### config.mk
export PLATFORM = sky130hd
export DESIGN_NAME = ssau_top
export DESIGN_NICKNAME = d
export VERILOG_FILES = /design/src/ssau_pkg.sv /design/src/ssau_lane_if.sv /design/src/ssau_lanes.sv /design/src/ssau_top.sv
export VERILOG_INCLUDE_DIRS = /design/src /design/src/src
export SDC_FILE = /design/constraint.sdc
export NUM_CORES = 1
export LEC_CHECK = 0
export BUFFER_PORTS_ARGS = -buffer_cell sky130_fd_sc_hd__buf_2
export CORE_ASPECT_RATIO = 2
export CORE_MARGIN = 4
export CORE_UTILIZATION = 34
export CTS_CLUSTER_DIAMETER = 30
export DETAILED_ROUTE_END_ITERATION = 8
export HOLD_SLACK_MARGIN = 0.08
export PLACE_DENSITY_LB_ADDON = 0.3
export SLEW_MARGIN = 20
export SYNTH_ARGS = -nofsm -noshare
export SYNTH_HDL_FRONTEND = slang
export SYNTH_SLANG_ARGS = --single-unit
### constraint.sdc
create_clock -name clk_sys_in -period 5.4 [get_ports clk_sys_in]
set_input_delay 0.81 -clock clk_sys_in [delete_from_list [all_inputs] [get_ports clk_sys_in]]
set_output_delay 0.81 -clock clk_sys_in [all_outputs]
set_load 0.02 [all_outputs]
### src/ssau_cfg.svh
`ifndef SSAU_CFG_SVH
`define SSAU_CFG_SVH
// operation codes presented on op_in
`define SSAU_OP_NONE      4'h0
`define SSAU_OP_S_ASX     4'h1
`define SSAU_OP_S_SAX     4'h2
`define SSAU_OP_S_DADD    4'h3
`define SSAU_OP_S_DSUB    4'h4
`define SSAU_OP_U_ASX     4'h5
`define SSAU_OP_U_SAX     4'h6
`define SSAU_OP_U_HADD    4'h7
`define SSAU_OP_U_BADD    4'h8
`define SSAU_OP_U_HSUB    4'h9
`define SSAU_OP_U_BSUB    4'hA
// register index of the two excluded registers
`define SSAU_REG_SP       4'hD
`define SSAU_REG_PC       4'hF
// reset values
`define SSAU_RST_RESULT   32'h0000_0000
`define SSAU_RST_FLAG     1'b0
`define SSAU_RST_DEST     4'h0
`define SSAU_RST_NZCV     4'h0
`endif

### src/ssau_pkg.sv
package ssau_pkg;
   typedef logic [3:0]  ssau_op_t;
   typedef logic [31:0] ssau_word_t;
   typedef logic [3:0]  ssau_reg_t;
endpackage

### src/ssau_lane_if.sv
`timescale 1ns/1ps
// operands into the lane block and packed results back
interface ssau_lane_if;
   logic [31:0] a;
   logic [31:0] b;
   logic [31:0] half_add;
   logic [31:0] half_sub;
   logic [31:0] byte_add;
   logic [31:0] byte_sub;
   modport core
   (
      output a,
      output b,
      input  half_add,
      input  half_sub,
      input  byte_add,
      input  byte_sub
   );
   modport lanes
   (
      input  a,
      input  b,
      output half_add,
      output half_sub,
      output byte_add,
      output byte_sub
   );
endinterface

### src/ssau_lanes.sv
`timescale 1ns/1ps
// unsigned saturating lanes, straight halfwords and bytes
module ssau_lanes
   import ssau_pkg::*;
(
   ssau_lane_if.lanes lif
);
   // a 17-bit / 9-bit result keeps each lane's carry to itself
   function automatic logic [15:0] uadd16(input logic [15:0] x,
                                          input logic [15:0] y);
      logic [16:0] s;
      s = {1'b0, x} + {1'b0, y};
      uadd16 = s[16] ? 16'hFFFF : s[15:0];
   endfunction

   function automatic logic [15:0] usub16(input logic [15:0] x,
                                          input logic [15:0] y);
      logic [16:0] s;
      s = {1'b0, x} - {1'b0, y};
      usub16 = s[16] ? 16'h0000 : s[15:0];
   endfunction

   function automatic logic [7:0] uadd8(input logic [7:0] x,
                                        input logic [7:0] y);
      logic [8:0] s;
      s = {1'b0, x} + {1'b0, y};
      uadd8 = s[8] ? 8'hFF : s[7:0];
   endfunction

   function automatic logic [7:0] usub8(input logic [7:0] x,
                                        input logic [7:0] y);
      logic [8:0] s;
      s = {1'b0, x} - {1'b0, y};
      usub8 = s[8] ? 8'h00 : s[7:0];
   endfunction

   assign lif.half_add = {uadd16(lif.a[31:16], lif.b[31:16]),
                          uadd16(lif.a[15:0], lif.b[15:0])};
   assign lif.half_sub = {usub16(lif.a[31:16], lif.b[31:16]),
                          usub16(lif.a[15:0], lif.b[15:0])};

   genvar i;
   generate
      for (i = 0; i < 4; i = i + 1)
      begin : g_byte
         assign lif.byte_add[8*i+7:8*i] = uadd8(lif.a[8*i+7:8*i],
                                                lif.b[8*i+7:8*i]);
         assign lif.byte_sub[8*i+7:8*i] = usub8(lif.a[8*i+7:8*i],
                                                lif.b[8*i+7:8*i]);
      end
   endgenerate
endmodule

### src/ssau_top.sv
`timescale 1ns/1ps
`include "ssau_cfg.svh"
// What this block does
// - signed add-sub exchange: hi(a)+lo(b) saturated into result high
// - signed add-sub exchange: lo(a)-hi(b) saturated into result low
// - signed sub-add exchange: lo(a)+hi(b) saturated into result low
// - signed sub-add exchange: hi(a)-lo(b) saturated into result high
// - exchange operations leave N, Z, C and V flags untouched
// - double-add: saturate 2*b, add to a, saturate to 32 bits
// - double-sub: saturate 2*b, subtract from a, saturate to 32 bits
// - doubling and add/sub steps each saturate independently
// - saturation in either double step sets sticky flag
// - unsigned add-sub exchange: clamped sum into result high
// - unsigned add-sub exchange: clamped difference into result low
// - unsigned sub-add exchange: difference high, sum low, clamped
// - unsigned halfword add clamps each lane to 16 bits
// - unsigned byte add clamps each lane to 0..255
// - unsigned halfword subtract clamps each lane to 16 bits
// - unsigned byte subtract clamps each lane, underflow gives zero
// - sticky flag only cleared by explicit status write
module ssau_top
   import ssau_pkg::*;
(
   input  wire logic       clk_sys_in,
   input  wire logic       sys_rst_in,
   input  wire logic       issue_in,
   input  wire ssau_op_t   op_in,
   input  wire ssau_word_t opnd_a_in,
   input  wire ssau_word_t opnd_b_in,
   input  wire ssau_reg_t  dest_in,
   input  wire logic       flag_wr_in,
   input  wire logic       flag_wr_val_in,
   input  wire logic [3:0] nzcv_in,
   output logic            valid_out,
   output ssau_word_t      result_out,
   output ssau_reg_t       dest_out,
   output logic            sat_out,
   output logic            sticky_sat_out,
   output logic [3:0]      nzcv_out,
   output logic            bad_reg_out
);
   ////////////////////////////////////////////////////////////////////
   // registers
   logic       valid_q;
   ssau_word_t result_q;
   ssau_word_t result_d;
   ssau_reg_t  dest_q;
   logic       sat_q;
   logic       sat_d;
   logic       sticky_q;
   logic       sticky_d;
   logic [3:0] nzcv_q;
   logic       bad_q;
   logic       bad_d;

   ssau_lane_if lif ();

   assign lif.a = opnd_a_in;
   assign lif.b = opnd_b_in;

   ssau_lanes u_lanes
   (
      .lif (lif)
   );

   ////////////////////////////////////////////////////////////////////
   // arithmetic helpers
   // signed 16-bit clamp of a 17-bit signed value
   function automatic logic [15:0] ssat16(input logic [16:0] v);
      if (v[16] != v[15])
         ssat16 = v[16] ? 16'h8000 : 16'h7FFF;
      else
         ssat16 = v[15:0];
   endfunction

   // signed 32-bit clamp of a 33-bit signed value
   function automatic logic [31:0] ssat32(input logic [32:0] v);
      if (v[32] != v[31])
         ssat32 = v[32] ? 32'h8000_0000 : 32'h7FFF_FFFF;
      else
         ssat32 = v[31:0];
   endfunction

   // overflow of a 33-bit signed value: its two top bits disagree
   function automatic logic ovf(input logic [32:0] v);
      ovf = v[32] ^ v[31];
   endfunction

   // one extra sign bit, so a halfword sum or difference cannot wrap
   function automatic logic [16:0] sx16(input logic [15:0] v);
      sx16 = {v[15], v};
   endfunction

   // register indices that the issuer must never name
   function automatic logic is_excluded_reg(input ssau_reg_t r);
      is_excluded_reg = (r == `SSAU_REG_SP) || (r == `SSAU_REG_PC);
   endfunction

   // unsigned clamps for the exchange ops; the straight lanes keep
   // their own copies inside the lane block
   function automatic logic [15:0] uadd16(input logic [15:0] x,
                                          input logic [15:0] y);
      logic [16:0] s;
      s = {1'b0, x} + {1'b0, y};
      uadd16 = s[16] ? 16'hFFFF : s[15:0];
   endfunction

   function automatic logic [15:0] usub16(input logic [15:0] x,
                                          input logic [15:0] y);
      logic [16:0] s;
      s = {1'b0, x} - {1'b0, y};
      usub16 = s[16] ? 16'h0000 : s[15:0];
   endfunction

   ////////////////////////////////////////////////////////////////////
   // exchange lane sums, each 17 bits so lanes never interact
   logic [16:0] hi_a_lo_b_add;
   logic [16:0] lo_a_hi_b_sub;
   logic [16:0] lo_a_hi_b_add;
   logic [16:0] hi_a_lo_b_sub;

   // every pair is worked out whatever the op and the case below only
   // picks one; cheaper than sharing adders behind an operand mux
   // separate lane arithmetic
   assign hi_a_lo_b_add = sx16(opnd_a_in[31:16]) + sx16(opnd_b_in[15:0]);
   assign lo_a_hi_b_sub = sx16(opnd_a_in[15:0]) - sx16(opnd_b_in[31:16]);
   assign lo_a_hi_b_add = sx16(opnd_a_in[15:0]) + sx16(opnd_b_in[31:16]);
   assign hi_a_lo_b_sub = sx16(opnd_a_in[31:16]) - sx16(opnd_b_in[15:0]);

   // doubling step and final step of the 32-bit double operations
   logic [32:0] dbl_raw;
   logic [31:0] dbl_sat;
   logic [32:0] dadd_raw;
   logic [32:0] dsub_raw;

   // the doubled operand is clamped before the add, so a sum that
   // falls back into range still reports the doubling overflow
   // doubling saturates alone
   assign dbl_raw  = {opnd_b_in, 1'b0};
   assign dbl_sat  = ssat32(dbl_raw);
   assign dadd_raw = {opnd_a_in[31], opnd_a_in} + {dbl_sat[31], dbl_sat};
   assign dsub_raw = {opnd_a_in[31], opnd_a_in} - {dbl_sat[31], dbl_sat};

   ////////////////////////////////////////////////////////////////////
   // result select; only double ops can raise saturation
   always_comb
   begin
      result_d = 32'h0000_0000;
      sat_d    = 1'b0;
      case (op_in)
         `SSAU_OP_S_ASX:
         begin
            result_d = {ssat16(hi_a_lo_b_add), ssat16(lo_a_hi_b_sub)};
         end
         `SSAU_OP_S_SAX:
         begin
            result_d = {ssat16(hi_a_lo_b_sub), ssat16(lo_a_hi_b_add)};
         end
         `SSAU_OP_S_DADD:
         begin
            result_d = ssat32(dadd_raw);
            sat_d    = ovf(dbl_raw) | ovf(dadd_raw);
         end
         `SSAU_OP_S_DSUB:
         begin
            result_d = ssat32(dsub_raw);
            sat_d    = ovf(dbl_raw) | ovf(dsub_raw);
         end
         `SSAU_OP_U_ASX:
         begin
            result_d = {uadd16(opnd_a_in[31:16], opnd_b_in[15:0]),
                        usub16(opnd_a_in[15:0], opnd_b_in[31:16])};
         end
         `SSAU_OP_U_SAX:
         begin
            result_d = {usub16(opnd_a_in[31:16], opnd_b_in[15:0]),
                        uadd16(opnd_a_in[15:0], opnd_b_in[31:16])};
         end
         `SSAU_OP_U_HADD: result_d = lif.half_add;
         `SSAU_OP_U_BADD: result_d = lif.byte_add;
         `SSAU_OP_U_HSUB: result_d = lif.half_sub;
         `SSAU_OP_U_BSUB: result_d = lif.byte_sub;
         default:
         begin
            // unknown codes give zero and never touch the flag
            result_d = 32'h0000_0000;
            sat_d    = 1'b0;
         end
      endcase
   end

   ////////////////////////////////////////////////////////////////////
   // valid is a one-cycle pulse, one edge after acceptance
   // valid pulse
   always_ff @(posedge clk_sys_in)
   begin
      if (sys_rst_in)
         valid_q <= 1'b0;
      else
         valid_q <= issue_in;
   end

   // result holds until the next accepted op, so a late reader of
   // the write-back side still sees the last value
   // result hold
   always_ff @(posedge clk_sys_in)
   begin
      if (sys_rst_in)
         result_q <= `SSAU_RST_RESULT;
      else if (issue_in)
         result_q <= result_d;
   end

   always_ff @(posedge clk_sys_in)
   begin
      if (sys_rst_in)
         dest_q <= `SSAU_RST_DEST;
      else if (issue_in)
         dest_q <= dest_in;
   end

   // per-op saturation lands in the same cycle as the result; it is
   // a pulse, the sticky copy below keeps the history
   // saturation pulse
   always_ff @(posedge clk_sys_in)
   begin
      if (sys_rst_in)
         sat_q <= `SSAU_RST_FLAG;
      else
         sat_q <= issue_in && sat_d;
   end

   ////////////////////////////////////////////////////////////////////
   // the set is applied last: an op that saturates outranks a status
   // write in the same cycle, so no overflow is lost to a racing clear
   // sticky next value
   always_comb
   begin
      sticky_d = sticky_q;
      if (flag_wr_in)
         sticky_d = flag_wr_val_in;
      if (issue_in && sat_d)
         sticky_d = 1'b1;
   end

   // no operation ever clears the flag, only a status write does
   // sticky register
   always_ff @(posedge clk_sys_in)
   begin
      if (sys_rst_in)
         sticky_q <= `SSAU_RST_FLAG;
      else
         sticky_q <= sticky_d;
   end

   ////////////////////////////////////////////////////////////////////
   // none of these ops works out N, Z, C or V, so the copy has no
   // path that could alter them; it only lines up with the result
   // flags pass through
   always_ff @(posedge clk_sys_in)
   begin
      if (sys_rst_in)
         nzcv_q <= `SSAU_RST_NZCV;
      else
         nzcv_q <= nzcv_in;
   end

   ////////////////////////////////////////////////////////////////////
   // the block cannot refuse an op, so a breach is only reported, as
   // a one-cycle pulse beside the result it spoils
   // breach detect
   always_comb
   begin
      bad_d = 1'b0;
      if (issue_in)
         bad_d = is_excluded_reg(dest_in);
   end

   always_ff @(posedge clk_sys_in)
   begin
      if (sys_rst_in)
         bad_q <= 1'b0;
      else
         bad_q <= bad_d;
   end

   ////////////////////////////////////////////////////////////////////
   // every output comes straight from a register
   assign valid_out      = valid_q;
   assign result_out     = result_q;
   assign dest_out       = dest_q;
   assign sat_out        = sat_q;
   assign sticky_sat_out = sticky_q;
   assign nzcv_out       = nzcv_q;
   assign bad_reg_out    = bad_q;
endmodule

Word level (Yosys, flattened, before mapping)
Cells that the tools add are included.
Word-level totals
  bits in registers: 44
  word-level logic and storage cells: 92
  output and inout bits: 44
  input port bits: 81
Operators by class
  muxes and demuxes: 34
  eq/ne operators: 19
  reductions and logical operators: 4
  bitwise logic cells: 6
  add/subtract/negate cells: 22
Operator list (number)
  $pmux 32 s10: 1
  $mux 16: 16
  $mux 32: 6
  $add 16x16->17: 6
  $sub 16x16->17: 6
  $mux 8: 8
  $add 8x8->9: 4
  $sub 8x8->9: 4
  $add 32x32->33: 1
  $sub 32x32->33: 1
  $eq 4x4->1 const B: 5
  $eq 4x3->1 const B: 4
  $eq 4x2->1 const B: 2
  $ne 1x1->1: 7
  $eq 4x1->1 const B: 1
  $xor 1x1->1: 3
  $mux 1: 2
  $or 1x1->1: 2
  $pmux 1 s2: 1
  $reduce_bool 2->1: 1
  $reduce_or 2->1: 1
  $logic_and 1x1->1: 1
  $logic_or 1x1->1: 1
  $not 1->1: 1

Depth between registers and ports, before layout
  depth after elaboration: 8
  depth in mapped cells: 20
  mapped depth without buffers: 16

Hierarchy
A second synthesis with hierarchy kept.
Unflattened totals
  cells, all modules: 2302
  area total of the unflattened synthesis: 15592.5 um^2
Modules (own cells, without submodules)
  ssau_top: instances 1, seq. area each 880.8 um^2, cells each 1601, area an instance 10985.5 um^2
  ssau_lanes: instances 1, seq. area each 0.0 um^2, cells each 701, area an instance 4606.9 um^2

Least setup slack after synthesis
OpenSTA, ideal clock, no wires.
  kind: input to register
  start point: in opnd_b_in[30]
  end point: reg result_q[13] (netlist: result_out[13])
  data arrival time: 4735 ps
  path buffers: 4
  slack: 538 ps
  data required time: 5273 ps
  library setup time: 127 ps
  stages on the path: 20
  cell sequence: inv_1 ha_1 clkbuf_1 nor2_1 clkbuf_1 a21o_1 inv_1 fa_1 nor2b_1 o311ai_1 a31oi_1 a221oi_2 o31ai_2 a31oi_2 a211o_1 buf_4 or2_1 buf_4 o21ai_0 or3_1
On the way
  word-level cells in the longest chain between the ends: 6
  elaborated cells on any way between the ends: 23
  classes of those cells: add/sub: 6; eq/ne: 5; mux: 12
Ends and longest elaborated chain
  from (decl): RTL line ssau_top.sv:29  | input wire ssau_word_t opnd_b_in,
  $ne 1x1->1: RTL line ssau_top.sv:78  | if (v[32] != v[31])
  $mux 32: RTL line ssau_top.sv:78
  $sub 32x32->33 / $add 32x32->33 (equally long branches): RTL line ssau_top.sv:142, ssau_top.sv:141
  $mux 32 / $ne 1x1->1 (equally long branches): RTL line ssau_top.sv:79, ssau_top.sv:78
  $mux 32: RTL line ssau_top.sv:78
  $pmux 32 s10 (*): RTL line ssau_top.sv:150  | case (op_in)
  to (signal assigned): RTL line ssau_top.sv:209  | result_q <= `SSAU_RST_RESULT;
  to (signal assigned): RTL line ssau_top.sv:211  | result_q <= result_d;
  to (decl): RTL line ssau_top.sv:45  | ssau_word_t result_q;
Every way passes the cells marked *; elsewhere a longest branch is shown, timed or not.
A chain may end at the register's enable or synchronous reset.

Worst setup path in the final report
Same ends and word-level chain as after synthesis.

==> impl_metrics.toml <==
[die]
ios = 125
die_h_um = 305
core_um2 = 43500
die_w_um = 156
start_util_pct = 34.4
dieArea_um2 = 47600
placementRows = 108

[final_layout]
final_nets = 2608
mostFrequentLayoutCells = "a21oi_1, ha_1, nor2_1"
drive_gt1_share_pct = 13.2
area_growth_syn_to_layout_pct = 13.0
finalNonFillerCells = 2861
fill_cells = 4838
final_common_cell = "a21oi_1"
fin_area_um2 = 16900

[critical_path]
slowest_stage = "a2111oi_0"
required_ns = 5.61
r2r-end = "result_out[20]"
crit_top_cell = "buf_4"
rrSetupSlack_ns = 3.76
reg2regPathDepth = 3
startpoint_type = "primary input"
crit_buf_inv = 6
cpPeakStageDelay_ns = 0.50
cp_max_fo = 17
r2r_start = "result_out[20]"
critPathKind = "in2reg"
path_cells = "buf_2 -> inv_1 -> ha_1 -> buf_4 -> buf_4 -> a21oi_1 -> ha_1 -> a21oi_1 -> o21ai_0 -> a2111oi_0 -> o21bai_1 -> a21oi_1 -> buf_4 -> o21ai_2 -> xor2_1 -> buf_4 -> o21ai_0 -> a41oi_1 -> or3_1"
cp-end-kind = "flip-flop"
crit_family = "compound AO/OA/AOI/OAI gates"
cp.arrival_ns = 5.52

[placement]
dp_hpwl_mm = 72.8
portBuffers = 124
place_area_um2 = 16700
place.gp.congestion = 1.03
dp.cells = 2852

[synthesis]
syn_nets = 2471
yosysTopAreaCell = "ha_1"
async_reset_ff_share_pct = 0
synthCells = 2172
syn_avg_cell_area_um2 = 6.89
syn-cell-area_um2 = 15000
ys_seq_area_share_pct = 5.89
synth_seq_cells = 44
synthFlopType = "dfxtp_1"
netlist_top_cells_area = "ha_1, a21oi_1, xnor2_1, dfxtp_1, o21ai_0"
yosys.cell_types.count = 99
synth-edff-count = 0
yosysWarnings = 0
yosysTopAreaCellShare_pct = 17.1

[grt]
antenna_found_initial = 1
grt_max_degree = 24
grt_pass1_wl_mm = 120
grt_pass1_vias = 17903
overflow = 0
grtUsageTotal_pct = 34.5

[sta]
hold_ws_ns = 0.496
worstMarginPinSlew_ns = 1.14
setup_violations = 0
slew_violations = 0
fin_crit_sh_pct = 98.3
timing.fmax_mhz = 188
timing.final.crit_period_ns = 5.31
maxSlewHeadroom_pct = 24.2
rsz0062_at_grt = "false"
fin_worst_skew_ns = 0
hold_viol_final = 0

[detailed_routing]
routed_wl_mm = 85.4
ant_nets = 0
wl_per_cell_um = 29.9
drc = 0
num_vias = 18002
vias_per_cell = 6.29
dr.pass1.iters = 5
drt_iter0_drc = 1374

[worst_hold_path]
whs_path_depth = 2
worstHoldStart = "dest_out[2]"
min_to = "dest_out[2]"
min_path_type = "reg2reg"

[cts]
post_cts_buffers = 0
cts_buffer_depth = 2
cts.repair.resized = 0
cts.clk_slew.worst_paths_ns = 0.08
cts_tree = "built"
htreeDepth = 2
clock_latency_ns = 0.31
clock-root-buffer = "clkbuf_16"
cts_hold_buf = 0
numCtsBuffers = 5
clock-sinks = 44

[pwr]
p_leak_nw = 7.61
peakVddDrop_mv = 0.115
p_per_area_nw_per_um2 = 198
total_power_mw = 3.35

[outcome]
status = "finished, final reports clean"

[run]
maxCapViolCount = 0
[power breakdown]
part	internal (mW)	switching (mW)	total, mW
clock network	0.233	0.169	0.402
logic	0.905	1.67	2.57
registers	0.349	0.0280	0.377
total	1.49	1.87	3.35
[layer usage]
| metal | wire length (um) | global-route usage (%) | vias to the layer above |
|---|---|---|---|
| li1 | - | - | 8226 |
| met1 | 27600 | 33.6 | 8537 |
| met2 | 41800 | 59.8 | 870 |
| met3 | 4570 | 3.96 | 369 |
| met4 | 11500 | 35.5 | 0 |
| met5 | 0 | 0 | - |
[flip-flops by register name, indices dropped and copies added (netlist names)]
register,flops
result_out,32
dest_out,4
nzcv_out,4
bad_reg_out,1
sat_out,1
sticky_sat_out,1
valid_out,1
[final cells by class]
type                       count  area, um2  share of cell area, %
antenna                        1       2.50                 0.0148
clock buffer                   6        139                  0.822
clock inverter                 2       38.8                  0.229
inverter                     173        649                   3.84
multi-input combinational   1842      13000                   76.8
sequential                    44        881                   5.21
tap                          550        688                   4.07
timing repair buffer         243       1530                   9.03
[worst max path at each step]
| stage | start | endpoint | slack [ns] | cells after the start |
|---|---|---|---|---|
| 2_1_floorplan | opnd_b_in[30] | result_out[13] | 0.54 | 20 |
| 3_3_place_gp | opnd_b_in[30] | result_out[13] | 0.05 | 19 |
| 3_5_place_dp | opnd_b_in[31] | result_out[13] | -0.004 | 18 |
| 4_1_cts | opnd_b_in[31] | result_out[13] | 0.30 | 18 |
| 5_1_grt | opnd_b_in[30] | result_out[13] | 0.03 | 19 |
| 6_report | opnd_b_in[30] | result_out[13] | 0.09 | 19 |
[tightest hold or removal path, stage by stage, from the launching register on]
cell and delay [ns]:
dfxtp_1 0.33, mux2i_1 0.06, nor2_1 0.07
[kinds of logic (layout without fill, tap and decap cells)]
group	after synthesis	in the layout	share of synthesized area, %
AOI/OAI and AO/OA	839	839	37.3
and+or+nand+nor	621	621	20.4
buffers and inverters	286	424	7.60
adders and majority gates	220	220	19.1
xor gates and xnor gates	151	151	8.94
DFF	44	44	5.89
muxes	11	11	0.778
other	0	1	0
[cells in the mapped netlist, drive strengths merged, types with 33 or more instances]
cell type,n
nor3,54
nand2,128
ha,204
clkbuf,74
o21bai,33
nor2b,35
xnor2,123
o21ai,151
dfxtp,44
buf,39
a21oi,271
nand3,40
inv,172
nand2b,43
nor2,193
a21o,61
[through the flow]
step                setup TNS, ns  worst slack (ns)  utilization, %
floorplan                       0             0.538               -
global placement                0            0.0487            38.4
detailed placement       -0.00435          -0.00435            38.4
CTS                             0             0.298            38.8
global route                    0            0.0282            38.8
finish                          0            0.0893            38.9
(Power assumes the default switching activity.)
